`src/hw/tmrwc_pkg.sv`:
```
// package of constants for the event/window/capture/pulse-generation timer
// Functional notes
// - event mode counts each selected edge of the input pin
// - event mode: match with A raises irq, clears counter, counting resumes
// - event match is checked at the edge opposite the counting edge
// - auto-capture copies the count into register B every source tick while started
// - window mode counts source ticks while pin is at the chosen level
// - window mode: match with A raises irq and clears counter
// - measurement starts on trigger edge; style bit picks single or double edge
// - single edge: capture, irq, clear to one-hold, restart on next trigger
// - double edge: capture at opposite and trigger edges, clear at trigger
// - pulse mode starts on pin edge or command; repeat bit picks one-shot
// - continuous: toggle at B, toggle and clear at A, irq on each
// - start field written 00 stops counter, output keeps its level
// - one-shot: toggle and irq at B and at A; at A start field cleared to 00, stop
// - output pin is inverse of flip-flop; preset 0 high, 1 low; reset 0
package tmrwc_pkg;
    // ************************************************************
    // register map (byte addresses)
    // ************************************************************
    localparam logic [3:0] ADDR_CTRL = 4'h0;
    localparam logic [3:0] ADDR_REG_A = 4'h4;
    localparam logic [3:0] ADDR_REG_B = 4'h8;
    localparam logic [3:0] ADDR_COUNT = 4'hC;
    // ************************************************************
    // control register fields
    // ************************************************************
    localparam int MODE_LSB = 0;     // operating_mode_field, 2 bits
    localparam int START_LSB = 2;    // start_edge_select, 2 bits
    localparam int CLKSEL_LSB = 4;   // source_clock_select, 3 bits
    localparam int ACAP_BIT = 7;     // auto_capture_enable
    localparam int STYLE_BIT = 8;    // capture_style_select / oneshot_select
    localparam int PRESET_BIT = 9;   // output_ff_preset
    localparam int CTRL_W = 10;
    localparam logic [CTRL_W-1:0] CTRL_RST = 10'h000;
    localparam logic [15:0] REG_RST = 16'h0000;
    // start field codes
    localparam logic [1:0] START_STOP = 2'h0;
    localparam logic [1:0] START_CMD = 2'h1;
    localparam logic [1:0] START_RISE = 2'h2;
    localparam logic [1:0] START_FALL = 2'h3;
    // ************************************************************
    // modes and timing
    // ************************************************************
    typedef enum logic [1:0] {
        TMRWC_TIMER, TMRWC_EVENT_WIN, TMRWC_MEASURE, TMRWC_PULSE
    } tmrwc_mode_t;
    localparam int CLK_PERIOD_NS = 4;
    localparam int MIN_LEVEL_NS = 32;   // eight clocks at 4 ns
    localparam int MIN_LEVEL_CYC = (MIN_LEVEL_NS + CLK_PERIOD_NS - 1) / CLK_PERIOD_NS;
endpackage : tmrwc_pkg

```
`src/hw/tmrwc_top.sv`:
```
// timer/counter with event, window, pulse measurement and pulse generation
//
// Local design decisions: the AXI4-Lite slave port and the register offsets.
`timescale 1ns/1ps
module tmrwc_top
    import tmrwc_pkg::*;
#(
    parameter int CNT_W = 16
) (
    input wire logic CLK,
    input wire logic RST,
    input wire logic TIMER_INPUT_PIN,
    input wire logic WINDOW_SELECT,
    output logic PULSE_GEN_OUTPUT,
    output logic TIMER_IRQ,
    input wire logic [31:0] S_AXI_AWADDR,
    input wire logic S_AXI_AWVALID,
    output logic S_AXI_AWREADY,
    input wire logic [31:0] S_AXI_WDATA,
    input wire logic [3:0] S_AXI_WSTRB,
    input wire logic S_AXI_WVALID,
    output logic S_AXI_WREADY,
    output logic [1:0] S_AXI_BRESP,
    output logic S_AXI_BVALID,
    input wire logic S_AXI_BREADY,
    input wire logic [31:0] S_AXI_ARADDR,
    input wire logic S_AXI_ARVALID,
    output logic S_AXI_ARREADY,
    output logic [31:0] S_AXI_RDATA,
    output logic [1:0] S_AXI_RRESP,
    output logic S_AXI_RVALID,
    input wire logic S_AXI_RREADY
);
    import tmrwc_pkg::*;

    initial begin
        if (CNT_W != 16) begin
            $error("counter width must be 16");
        end
    end

    // ************************************************************
    // registers
    // ************************************************************
    logic [CTRL_W-1:0] ctrl_r;
    logic [15:0] reg_a_r;
    logic [15:0] reg_b_r;
    logic [15:0] count_r;
    logic [7:0] div_r;
    logic pin_d_r;
    logic ff_r;
    logic running_r;
    logic phase_r;       // double-edge: opposite edge already seen

    // ************************************************************
    // control decode
    // ************************************************************
    wire [1:0] mode = ctrl_r[MODE_LSB +: 2];
    wire [1:0] start_sel = ctrl_r[START_LSB +: 2];
    wire [2:0] clk_sel = ctrl_r[CLKSEL_LSB +: 3];
    wire acap = ctrl_r[ACAP_BIT];
    wire style = ctrl_r[STYLE_BIT];
    wire started = start_sel != START_STOP;
    wire is_event = mode == 2'(TMRWC_EVENT_WIN) && !WINDOW_SELECT;
    wire is_window = mode == 2'(TMRWC_EVENT_WIN) && WINDOW_SELECT;
    wire is_measure = mode == 2'(TMRWC_MEASURE);
    wire is_pulse = mode == 2'(TMRWC_PULSE);

    // source tick: one-cycle enable from the free divider, 2^sel clocks
    wire [7:0] div_inc = div_r + 8'h01;
    wire [7:0] tick_mask = 8'((9'h001 << clk_sel) - 9'h001);
    wire tick = (div_r & tick_mask) == 8'h00;

    // pin edges; rising selection uses falling as opposite and vice versa
    wire rise = TIMER_INPUT_PIN && !pin_d_r;
    wire fall = !TIMER_INPUT_PIN && pin_d_r;
    wire trig_edge = start_sel[0] ? fall : rise;
    wire opp_edge = start_sel[0] ? rise : fall;
    wire edge_mode = start_sel[1];

    wire [15:0] cnt_inc = count_r + 16'h0001;
    wire match_a = count_r == reg_a_r;
    wire match_b = count_r == reg_b_r;
    // window gate: positive logic counts at high level, negative at low
    wire gate = start_sel[0] ? !TIMER_INPUT_PIN : TIMER_INPUT_PIN;

    // ************************************************************
    // counting engine (combinational)
    // ************************************************************
    logic [15:0] count_nxt;
    logic [15:0] cap_nxt;
    logic cap_load;
    logic irq_nxt;
    logic ff_toggle;
    logic run_nxt;
    logic phase_nxt;
    logic stop_cmd;
    always_comb begin
        count_nxt = count_r;
        cap_nxt = count_r;
        cap_load = 1'b0;
        irq_nxt = 1'b0;
        ff_toggle = 1'b0;
        run_nxt = running_r;
        phase_nxt = phase_r;
        stop_cmd = 1'b0;
        if (!started) begin
            run_nxt = 1'b0;
            phase_nxt = 1'b0;
            count_nxt = 16'h0000;
        end else if (is_event) begin
            if (trig_edge) begin
                count_nxt = cnt_inc;
            end else if (opp_edge && match_a) begin
                count_nxt = 16'h0000;
                irq_nxt = 1'b1;
            end
        end else if (is_window) begin
            if (tick && gate) begin
                if (match_a) begin
                    count_nxt = 16'h0000;
                    irq_nxt = 1'b1;
                end else begin
                    count_nxt = cnt_inc;
                end
            end
        end else if (is_measure && edge_mode) begin
            if (!running_r) begin
                if (trig_edge) begin
                    run_nxt = 1'b1;
                    phase_nxt = 1'b0;
                end
            end else if (opp_edge && !phase_r) begin
                cap_load = 1'b1;
                irq_nxt = 1'b1;
                if (style) begin
                    count_nxt = 16'h0001;
                    run_nxt = 1'b0;                           // parked at one
                end else begin
                    phase_nxt = 1'b1;
                    if (tick) count_nxt = cnt_inc;
                end
            end else if (trig_edge && phase_r) begin
                cap_load = 1'b1;
                irq_nxt = 1'b1;
                phase_nxt = 1'b0;
                count_nxt = 16'h0000;
            end else if (tick) begin
                count_nxt = cnt_inc;
            end
        end else if (is_pulse) begin
            if (!running_r) begin
                run_nxt = (start_sel == START_CMD) || trig_edge;
            end else if (tick) begin
                if (match_a) begin
                    ff_toggle = 1'b1;
                    irq_nxt = 1'b1;
                    count_nxt = 16'h0000;
                    stop_cmd = style;
                end else begin
                    if (match_b) begin
                        ff_toggle = 1'b1;
                        irq_nxt = 1'b1;
                    end
                    count_nxt = cnt_inc;
                end
            end
        end
        // auto-capture follows the source tick while the timer is started
        if (acap && started && tick && !cap_load) begin
            cap_load = 1'b1;
            cap_nxt = count_r;
        end
    end

    // ************************************************************
    // bus slave: write and read channels
    // ************************************************************
    logic aw_held_r;
    logic w_held_r;
    logic [3:0] aw_addr_r;
    logic [31:0] w_data_r;
    logic [3:0] w_strb_r;
    wire aw_take = S_AXI_AWVALID && S_AXI_AWREADY;
    wire w_take = S_AXI_WVALID && S_AXI_WREADY;
    wire wr_go = aw_held_r && w_held_r && !S_AXI_BVALID;
    wire wr_ctrl = wr_go && aw_addr_r == ADDR_CTRL;
    wire wr_a = wr_go && aw_addr_r == ADDR_REG_A;
    wire wr_b = wr_go && aw_addr_r == ADDR_REG_B;
    wire wr_ok = wr_ctrl || wr_a || wr_b;
    // byte-lane merge for each writable register
    wire [15:0] lane_mask = {{8{w_strb_r[1]}}, {8{w_strb_r[0]}}};
    wire [15:0] ctrl_wide = {6'h00, ctrl_r};
    wire [15:0] ctrl_merge = (ctrl_wide & ~lane_mask) | (w_data_r[15:0] & lane_mask);
    wire [15:0] a_merge = (reg_a_r & ~lane_mask) | (w_data_r[15:0] & lane_mask);
    wire [15:0] b_merge = (reg_b_r & ~lane_mask) | (w_data_r[15:0] & lane_mask);
    wire [3:0] rd_addr = S_AXI_ARADDR[3:0];
    wire rd_hit = S_AXI_ARADDR[31:4] == 28'h0000000 && rd_addr[1:0] == 2'h0;
    wire [15:0] rd_val = rd_addr == ADDR_CTRL ? ctrl_wide :
                         rd_addr == ADDR_REG_A ? reg_a_r :
                         rd_addr == ADDR_REG_B ? reg_b_r : count_r;
    wire aw_hit = S_AXI_AWADDR[31:4] == 28'h0000000;

    // write handshake; address and data taken in either order
    always_ff @(posedge CLK) begin
        if (RST) begin
            aw_held_r <= 1'b0;
            w_held_r <= 1'b0;
            aw_addr_r <= 4'h0;
            w_data_r <= 32'h00000000;
            w_strb_r <= 4'h0;
            S_AXI_AWREADY <= 1'b0;
            S_AXI_WREADY <= 1'b0;
            S_AXI_BVALID <= 1'b0;
            S_AXI_BRESP <= 2'h0;
        end else begin
            S_AXI_AWREADY <= !aw_held_r && !aw_take && !S_AXI_BVALID;
            S_AXI_WREADY <= !w_held_r && !w_take && !S_AXI_BVALID;
            if (aw_take) begin
                aw_held_r <= 1'b1;
                aw_addr_r <= aw_hit ? S_AXI_AWADDR[3:0] : 4'h3;
            end
            if (w_take) begin
                w_held_r <= 1'b1;
                w_data_r <= S_AXI_WDATA;
                w_strb_r <= S_AXI_WSTRB;
            end
            if (wr_go) begin
                aw_held_r <= 1'b0;
                w_held_r <= 1'b0;
                S_AXI_BVALID <= 1'b1;
                S_AXI_BRESP <= wr_ok ? 2'h0 : 2'h2;
            end else if (S_AXI_BVALID && S_AXI_BREADY) begin
                S_AXI_BVALID <= 1'b0;
            end
        end
    end

    // read handshake; unmapped addresses answer slave error
    always_ff @(posedge CLK) begin
        if (RST) begin
            S_AXI_ARREADY <= 1'b0;
            S_AXI_RVALID <= 1'b0;
            S_AXI_RDATA <= 32'h00000000;
            S_AXI_RRESP <= 2'h0;
        end else begin
            S_AXI_ARREADY <= !S_AXI_RVALID && !(S_AXI_ARVALID && S_AXI_ARREADY);
            if (S_AXI_ARVALID && S_AXI_ARREADY) begin
                S_AXI_RVALID <= 1'b1;
                S_AXI_RDATA <= rd_hit ? {16'h0000, rd_val} : 32'h00000000;
                S_AXI_RRESP <= rd_hit ? 2'h0 : 2'h2;
            end else if (S_AXI_RVALID && S_AXI_RREADY) begin
                S_AXI_RVALID <= 1'b0;
            end
        end
    end

    // ************************************************************
    // timer state
    // ************************************************************
    // control: hardware clear of the start field wins over a software write
    always_ff @(posedge CLK) begin
        if (RST) begin
            ctrl_r <= CTRL_RST;
            reg_a_r <= REG_RST;
            reg_b_r <= REG_RST;
        end else begin
            if (wr_ctrl) ctrl_r <= ctrl_merge[CTRL_W-1:0];
            if (stop_cmd) ctrl_r[START_LSB +: 2] <= START_STOP;
            if (wr_a) reg_a_r <= a_merge;
            if (wr_b) reg_b_r <= b_merge;
            else if (cap_load) reg_b_r <= cap_nxt;
        end
    end

    // counter, divider and sequencing flags
    always_ff @(posedge CLK) begin
        if (RST) begin
            count_r <= 16'h0000;
            div_r <= 8'h00;
            pin_d_r <= TIMER_INPUT_PIN;   // track the pin so no false edge follows reset
            running_r <= 1'b0;
            phase_r <= 1'b0;
        end else begin
            count_r <= count_nxt;
            div_r <= div_inc;
            pin_d_r <= TIMER_INPUT_PIN;
            running_r <= run_nxt && !stop_cmd;
            phase_r <= phase_nxt;
        end
    end

    // output flip-flop: a control write while running_r is clear loads preset
    always_ff @(posedge CLK) begin
        if (RST) begin
            ff_r <= 1'b0;
            PULSE_GEN_OUTPUT <= 1'b1;
            TIMER_IRQ <= 1'b0;
        end else begin
            if (wr_ctrl && !running_r) begin
                ff_r <= ctrl_merge[PRESET_BIT];
                PULSE_GEN_OUTPUT <= !ctrl_merge[PRESET_BIT];
            end else if (ff_toggle) begin
                ff_r <= !ff_r;
                PULSE_GEN_OUTPUT <= ff_r;
            end
            TIMER_IRQ <= irq_nxt;
        end
    end
endmodule : tmrwc_top

```
`config.mk`:
```
export PLATFORM = sky130hd
export DESIGN_NAME = tmrwc_top
export DESIGN_NICKNAME = d
export VERILOG_FILES = /design/src/hw/tmrwc_pkg.sv /design/src/hw/tmrwc_top.sv
export SDC_FILE = /design/constraint.sdc
export NUM_CORES = 1
export LEC_CHECK = 0
export BUFFER_PORTS_ARGS = -buffer_cell sky130_fd_sc_hd__buf_2
export CELL_PAD_IN_SITES_DETAIL_PLACEMENT = 0
export CELL_PAD_IN_SITES_GLOBAL_PLACEMENT = 2
export CORE_AREA = 2 2 154 141
export DETAILED_ROUTE_END_ITERATION = 12
export DIE_AREA = 0 0 156 143
export PLACE_DENSITY_LB_ADDON = 0.1
export SYNTH_ARGS = -nofsm -noshare
export SYNTH_HDL_FRONTEND = slang
export SYNTH_SLANG_ARGS = --single-unit
```
`constraint.sdc`:
```
create_clock -name CLK -period 2.8 [get_ports CLK]
set_input_delay 0.56 -clock CLK [delete_from_list [all_inputs] [get_ports CLK]]
set_output_delay 0.56 -clock CLK [all_outputs]
set_load 0.03 [all_outputs]
```
-- Yosys cells after proc, flatten, opt, wreduce, memory -nomap -nowiden
Index checks and enable logic that the tools add are counted.
- bits in registers: 137
- output and inout port bits: 43
- reduce and logical (&&, ||, !) cells: 68
- mux-type cells: 82
- eq/ne operators: 16
- shift-type cells: 1
- bitwise operators: 12
- $add $sub $neg: 3
- operator list (cell ; number):
    $mux W16 ; 21
    $mux W1 ; 58
    $logic_not A28 Y1 ; 2
    $and A16 B16 Y16 ; 3
    $eq A16 B16 Y1 ; 2
    $or A16 B16 Y16 ; 2
    $logic_and A1 B1 Y1 ; 30
    $add A16 B1 Y16 const B ; 1
    $logic_not A1 Y1 ; 16
    $not A16 Y16 ; 1
    $reduce_and A6 Y1 ; 2
    $reduce_bool A2 Y1 ; 6
    $and A10 B10 Y10 ; 1
    $or A10 B10 Y10 ; 1
    $add A8 B1 Y8 const B ; 1
    $and A8 B8 Y8 ; 1
    $eq A4 B3 Y1 const B ; 2
    $eq A4 B4 Y1 const B ; 2
    $logic_not A4 Y1 ; 2
    $logic_not A8 Y1 ; 1
    $ne A4 B4 Y1 const B ; 2
    $reduce_bool A4 Y1 ; 2
    $shl A1 B3 Y8 const A ; 1
    $sub A8 B1 Y8 const B ; 1
    other kinds (11) ; 21

-- Logic depth before layout (Yosys ltp)
Gate-level depths: netlist (run 1).
- depth in word-level cells: 16
- mapped depth: 9

-- Worst setup path before layout (run 1)
Ideal clock, no wire load.
- kind: input port to flip-flop
- start point: input WINDOW_SELECT
- end point: register count_r[13], in the netlist cap_nxt[13]
- data arrival time: 2.129 ns
- setup time: 0.125 ns
- buffers on the path: 2
- data required time: 2.675 ns
- setup slack: 0.546 ns
- stages on the path: 8
- cell sequence: buf_4 -> mux2i_1 -> or3b_2 -> nand4_1 -> o211ai_1 -> o31ai_4 -> buf_6 -> a21oi_1
- longest elaborated chain between the ends: 4
- elaborated cells on any way between the ends: 12
- ends and longest elaborated chain (what ; RTL line ; text):
    start: declaration ; tmrwc_top.sv:13 ; input wire logic WINDOW_SELECT,
    $logic_not A1 Y1 ; tmrwc_top.sv:64 ; wire is_event = mode == 2'(TMRWC_EVENT_WIN) && !WINDOW_SELECT;
    $logic_and A1 B1 Y1 ; tmrwc_top.sv:64 ;
    $ne A4 B4 Y1 (no line), or another cell as far along ; - ;
    $reduce_and A6 Y1 (no line) ; - ;
    end signal: assignment ; tmrwc_top.sv:285 ; count_r <= count_nxt;
    end: declaration ; tmrwc_top.sv:48 ; logic [15:0] count_r;
Parallel ways exist; a longest one is shown, timed or not.
A chain may end at the register's enable or synchronous reset.

==> results of run 1 <==
-- cell type report --
type                            count  share of cell area (%)
Inverter                           10                  0.4837
Timing Repair Buffer              153                   11.45
Multi-Input combinational cell    584                   45.94
Clock inverter                     15                   2.015
Sequential cell                   118                   30.44
Clock buffer                       17                   5.482
Tap cell                          260                   4.192
-- worst max-delay path: cells and delay by family, from the launching register on --
kind / cells / cell delay (ns)
DFF: 1 / 0.49
buffers and inverters: 1 / 0.25
muxes: 1 / 0.22
AOI/OAI and AO/OA: 3 / 0.59
and+or+nand+nor: 2 / 0.68
-- layout by cell type (no fill, tap or decap), types with 4 or more instances in the layout --
master	Yosys	routed
mux2i_1	53	53
and3_1	5	5
nor2_1	97	97
o211ai_1	4	4
inv_6	0	8
o21ai_0	20	20
clkbuf_16	0	17
a211oi_1	16	16
nand2b_1	11	11
or3_1	6	6
inv_1	10	10
nand2_1	83	83
conb_1	1	18
nor4_1	21	18
xnor2_1	24	24
a22oi_1	20	20
o31ai_1	7	7
a21o_1	11	11
dfxtp_1	118	118
nand3_1	34	34
a21oi_1	55	55
or4_1	10	10
buf_4	21	37
xor2_1	12	12
nor3_1	15	15
nand4_1	11	11
buf_2	11	114
-- worst max-delay path by stage --
stage	from	to	slack (ns)
6_report	register	register	0.43
5_1_grt	register	register	0.28
4_1_cts	register	cap_nxt[13]$_SDFFE_PP0P_	0.44
3_5_place_dp	S_AXI_ARADDR[11]	S_AXI_RDATA[14]$_SDFFE_PP0P_	0.18
3_3_place_gp	S_AXI_ARADDR[11]	S_AXI_RDATA[10]$_SDFFE_PP0P_	0.23
2_1_floorplan	WINDOW_SELECT	cap_nxt[13]$_SDFFE_PP0P_	0.55
-- stage by stage --
step	power, mW	setup slack [ns]
2_1_floorplan	1.940	0.5456
3_3_place_gp	2.034	0.2327
3_5_place_dp	2.040	0.1755
4_1_cts	4.243	0.4442
5_1_grt	4.353	0.2807
6_report	4.197	0.4330
-- power breakdown --
group	total [mW]	internal [mW]	leakage (nW)	switching, mW
Combinational	0.260	0.0959	2.10	0.164
Sequential	1.74	1.71	0.955	0.0329
Clock	2.20	1.26	0.278	0.936
Total	4.20	3.06	3.34	1.13
-- logic make-up after synthesis --
family          Yosys count  synth area share [%]
mux                      54                 8.612
xor+xnor                 38                 5.529
other cells               1               0.05961
fa+ha+maj                 2                0.3977
buf+inv                  84                 7.200
simple gates            319                 24.76
flops                   118                 37.55
compound gates          153                 15.89
-- per-layer routing --
| layer | wire length [um] | part of all wire (%) | up-vias |
|---|---|---|---|
| li1 | - | - | 2927 |
| met1 | 9990 | 50 | 2794 |
| met2 | 8519 | 43 | 186 |
| met3 | 1000 | 5.0 | 24 |
| met4 | 435 | 2.2 | 0 |
| met5 | 0 | 0 | - |
==> impl_results.md, run 1 <==
- Clock H-tree levels: 4
- Diodes inserted: 0
- CP required: 3.09 ns
- Cells after Synth: 769
- Critical Path End Type: register
- Synth top area cells: dfxtp_1 (38%), mux2i_1 (8.4%), nor2_1 (5.8%)
- CTS tree: built
- Total number of vias: 5931
- Register area: 0.002362 mm2
- DP HPWL: 14.92 mm
- Core area: 0.02058 mm2
- Leak: 3.335 nW
- Finished Core Util: 37.70%
- Fin area: 0.007760 mm2
- Clk_skew: 0.007720 ns
- Post-CTS Hold Fix Bufs: 0
- Final non-filler cell total: 1157
- Global routing usage on met3: 3.338%
- Multi-input gate area: 0.003565 mm2
- Post-DRT Antenna Nets: 0
- Min Tclk post-route: 2.367 ns
- CP arrival: 2.66 ns
- Peak Freq: 0.4225 GHz
- Top FF cell, synth: dfxtp_1
- Critical path type: register to register
- Port bufs: 115
- Rel. slew slack: 50.82%
- Largest net degree at the start of global routing: 58
- WHS Endpoint: S_AXI_ARREADY$_SDFF_PP0_
- Dpl cell area: 0.007178 mm2
- Site row count: 50
- GRT Util Overall: 18.19%
- Post-synth top area cell: dfxtp_1
- Layout area overhead: 23.35%
- CP max-delay cell: nor3_1
- Class of the worst hold path: input port to register
- Synth Warn #: 0
- Clock Tree Buf Depth: 2
- Hold Startpoint: S_AXI_ARVALID
- Startpoint types: register
- DRT Pass-1 Iters: 5
- Mapped cell area: 0.006291 mm2
- Outcome: completed
- Clock buffer count from CTS: 17
- Register bit count reported by yosys: 118
- Worst VDD drop: 0.3824 mV
- Routability congestion estimate: 0.8169
- Syn avg cell area: 8.181 um2
- Root Buffer: clkbuf_16
- Resized cells post-CTS: 0
- Max incr delay on CP: 0.63 ns
- Residual DRC count: 0
- Critical-path cell list: a211oi_1, nor3_1, o32ai_1, a22oi_1, buf_4, mux2i_1, nor2_1
- Final Hold Vio Count: 0
- Met1 usage: 25.34%
- FF-to-FF path depth: 7
- Number of setup buffers added after CTS: 0
- Top-area cell type share of the netlist area: 37.55%
- Clk_lat worst skew: 0.42 ns
- Max cap viols: 0
- FF-to-FF setup slack: 0.43 ns
- CTS clk-pin slew, worst paths: 0.06 ns
- Vert. Die Dim: 143 um
- Die ar.: 0.02231 mm2
- Nets: 995
- Final TNS setup: 0 ns
- WHS Path Cells: 2
- Max Slew Vio Count: 0
- Fill cells: 2134
- Commonest cells post-synth: dfxtp_1 (118), nor2_1 (97), nand2_1 (83)
- GR peak layer: met2
- Synth unique cells: 65
- # setup viols final: 0
- Part of the cycle the worst path needs: 84.53%
- First-pass GRT wire length: 31.02 mm
- DIE WIDTH: 156 um
- Met2 GRT Util: 28.09%
- Placed cell count: 1125
- Unrepaired setup endpoints after global routing: no
- Count of pins on the block boundary: 152
- Sequential area share after synthesis: 37.55%
- Starting Density: 30.57%
- 1st-iter DRT viols: 293
- Global route overflow: 0
- Routed length per placed instance: 17.24 um
- Routed vias/inst: 5.126
- Hold Slack: 0.3539 ns
- Vias in the first global route: 5613
- Most common cell in the netlist: dfxtp_1
- Share of async-settable or async-resettable flops after synthesis: 0%
- Routed wire length: 19.95 mm
- Slew @ Worst Pin: 0.7321 ns
- Initial antenna violation count: 0
- CTS sink cnt: 118
- Cell Pwr Density: 540.9 mW/mm2
- Layout cell share with drive strength beyond 1: 23.08%
- Worst Path Max Fanout: 8
- Post-synth EDFFs: 0
No activity file was read; power rests on OpenSTA's default activity.
==> inputs of run 2 (changes only) <==
==> constraint.sdc (replaced) <==
create_clock -name CLK -period 2.5 [get_ports CLK]
set_input_delay 0.5 -clock CLK [delete_from_list [all_inputs] [get_ports CLK]]
set_output_delay 0.5 -clock CLK [all_outputs]
set_load 0.03 [all_outputs]
==> run 2 against run 1 <==
Worst setup slack worse by 0.23 ns. Sequential power up 12%. Power rose by 14%. Clock skew up 0.0032 ns. Wire length rose by 1.7%. First-iteration DRC count grew 16%. Via count rose by 1.3%. Critical path depth unchanged. Die area is the same. Global-route usage grew 0.46 points. Critical path type unchanged.
==> impl_results.md, run 2 (synthesis results as in run 1) <==
- Outcome: completed (unchanged)
- Internal power: 3.553 mW (was 3.064 mW)
- Final TNS setup: 0 ns (unchanged)
- Rel. slew slack: 51.87% (was 50.82%)
- FF-to-FF setup slack: 0.20 ns (was 0.43 ns)
- Class of the worst hold path: input port to register (unchanged)
- Comb pwr share: 6.3% (was 6.2%)
- Final Hold Vio Count: 0 (unchanged)
- Critical Path End Type: register (unchanged)
- Min Tclk post-route: 2.301 ns (was 2.367 ns)
- CP required: 2.79 ns (was 3.09 ns)
- Slew @ Worst Pin: 0.7165 ns (was 0.7321 ns)
- Global route overflow: 0 (unchanged)
- Clock H-tree levels: 4 (unchanged)
- Leak: 3.451 nW (was 3.335 nW)
- Post-DRT Antenna Nets: 0 (unchanged)
- Routed length per placed instance: 17.20 um (was 17.24 um)
- Total number of vias: 6006 (was 5931)
- Layout cell share with drive strength beyond 1: 24.92% (was 23.08%)
- Routability congestion estimate: 0.8080 (was 0.8169)
- Site row count: 50 (unchanged)
- Commonest non-fill, non-tap cell in the layout: dfxtp_1 (unchanged)
- Max cap viols: 0 (unchanged)
- Resized cells post-CTS: 0 (unchanged)
- Core area: 0.02058 mm2 (unchanged)
- Largest net degree at the start of global routing: 51 (was 58)
- Clock Tree Buf Depth: 2 (unchanged)
- Clk_skew: 0.01090 ns (was 0.007720 ns)
- Layout area overhead: 26.51% (was 23.35%)
- Switch Pwr: 1.224 mW (was 1.133 mW)
- First-pass GRT wire length: 31.68 mm (was 31.02 mm)
- Root Buffer: clkbuf_16 (unchanged)
- DP HPWL: 15.53 mm (was 14.92 mm)
- CP arrival: 2.59 ns (was 2.66 ns)
- Port bufs: 115 (unchanged)
- Max Slew Vio Count: 0 (unchanged)
- CTS clk-pin slew, worst paths: 0.07 ns (was 0.06 ns)
- WHS Path Cells: 2 (unchanged)
- Fin area: 0.007959 mm2 (was 0.007760 mm2)
- Worst VDD drop: 0.4026 mV (was 0.3824 mV)
- CTS tree: built (unchanged)
- Routed vias/inst: 5.094 (was 5.126)
- Net switching fraction of the power: 25.63% (was 27.00%)
- Unrepaired setup endpoints after global routing: no (unchanged)
- Starting Density: 30.57% (unchanged)
- Critical path type: register to register (unchanged)
- Cell Pwr Density: 600.3 mW/mm2 (was 540.9 mW/mm2)
- # setup viols final: 0 (unchanged)
- Initial antenna violation count: 0 (unchanged)
- Number of setup buffers added after CTS: 0 (unchanged)
- Vert. Die Dim: 143 um (unchanged)
- Most frequent cells in the layout: dfxtp_1 (118), buf_2 (114), nor2_1 (97), nand2_1 (83), buf_4 (58) (was dfxtp_1 (118), buf_2 (114), nor2_1 (97), nand2_1 (83), a21oi_1 (55))
- Post-CTS Hold Fix Bufs: 0 (unchanged)
- DRT Pass-1 Iters: 5 (unchanged)
- Nets: 1017 (was 995)
- Part of the cycle the worst path needs: 92.03% (was 84.53%)
- Peak Freq: 0.4346 GHz (was 0.4225 GHz)
- Dpl cell area: 0.007356 mm2 (was 0.007178 mm2)
- WHS Endpoint: S_AXI_ARREADY$_SDFF_PP0_ (unchanged)
- Vias in the first global route: 5766 (was 5613)
- CTS sink cnt: 118 (unchanged)
- Diodes inserted: 0 (unchanged)
- Routed wire length: 20.28 mm (was 19.95 mm)
- Fill cells: 2128 (was 2134)
- Seq pwr share: 40.8% (was 41.5%)
- FF-to-FF path depth: 7 (unchanged)
- GRT Util Overall: 18.64% (was 18.19%)
- 1st-iter DRT viols: 339 (was 293)
- Count of pins on the block boundary: 152 (unchanged)
- DIE WIDTH: 156 um (unchanged)
- Hold Startpoint: S_AXI_ARVALID (unchanged)
- Clock buffer count from CTS: 17 (unchanged)
- Clock power share: 52.9% (was 52.3%)
- Residual DRC count: 0 (unchanged)
- Worst Path Max Fanout: 8 (unchanged)
- Clk_lat worst skew: 0.42 ns (about the same)
- Startpoint types: register (unchanged)
- Die ar.: 0.02231 mm2 (unchanged)
-- run 2: layout make-up --
type | instances | area (um2) | share of cell area, %
sequential | 118 | 2362 | 29.68
clock inverter | 14 | 163.9 | 2.059
inverter | 10 | 37.54 | 0.4716
timing repair buffer | 175 | 1066 | 13.39
clock buffer | 18 | 439.2 | 5.518
multi-input combinational | 584 | 3565 | 44.79
tap | 260 | 325.3 | 4.087
-- run 2: through the flow --
stage                     power [mW]  hold WS [ns]  std cells  util (%)  setup slack, ns
after floorplan                2.173        0.4489        786         -           0.3056
final                          4.778        0.2879       1179     38.67           0.1993
after global routing           4.950        0.2914       1179     38.67          0.04189
after detailed placement       2.296        0.4694       1147     35.74          0.01496
after CTS                      4.839        0.2702       1179     38.67           0.2068
after global placement         2.290        0.4709       1147     35.74          0.07948
-- run 2: per-layer routing --
metal	up-vias	share of wire, %	wire (um)	global-route usage, %
met3	16	4.8	968	3.854
met5	-	0	0	0
met4	0	1.2	252	4.973
met2	180	43	8698	28.48
met1	2837	51	10360	26.65
li1	2973	-	-	-
-- run 2: power groups by stage --
stage / registers [mW] / logic (mW) / clock network, mW
floorplan: 1.99 / 0.181 / 0
global placement: 1.99 / 0.298 / 0
detailed placement: 1.99 / 0.302 / 0
CTS: 1.95 / 0.303 / 2.58
global route: 1.96 / 0.334 / 2.66
finish: 1.95 / 0.301 / 2.53
-- run 2: how the worst max path moves through the flow --
stage	endpoint	slack, ns	depth (start not counted)
after global placement	S_AXI_RDATA[15]$_SDFFE_PP0P_	0.08	8
final	register	0.20	7
after CTS	cap_nxt[8]$_SDFFE_PP0P_	0.21	8
after floorplan	cap_nxt[13]$_SDFFE_PP0P_	0.31	8
after detailed placement	S_AXI_RDATA[15]$_SDFFE_PP0P_	0.01	8
after global routing	cap_nxt[15]$_SDFFE_PP0P_	0.04	6
-- run 2: worst max-delay path: stages, from the launching register on --
cell      delay, ns
dfxtp_1        0.46
a211oi_1       0.08
nor3_1         0.62
o32ai_1        0.25
a22oi_1        0.22
buf_4          0.24
mux2i_1        0.21
nor2_1         0.06
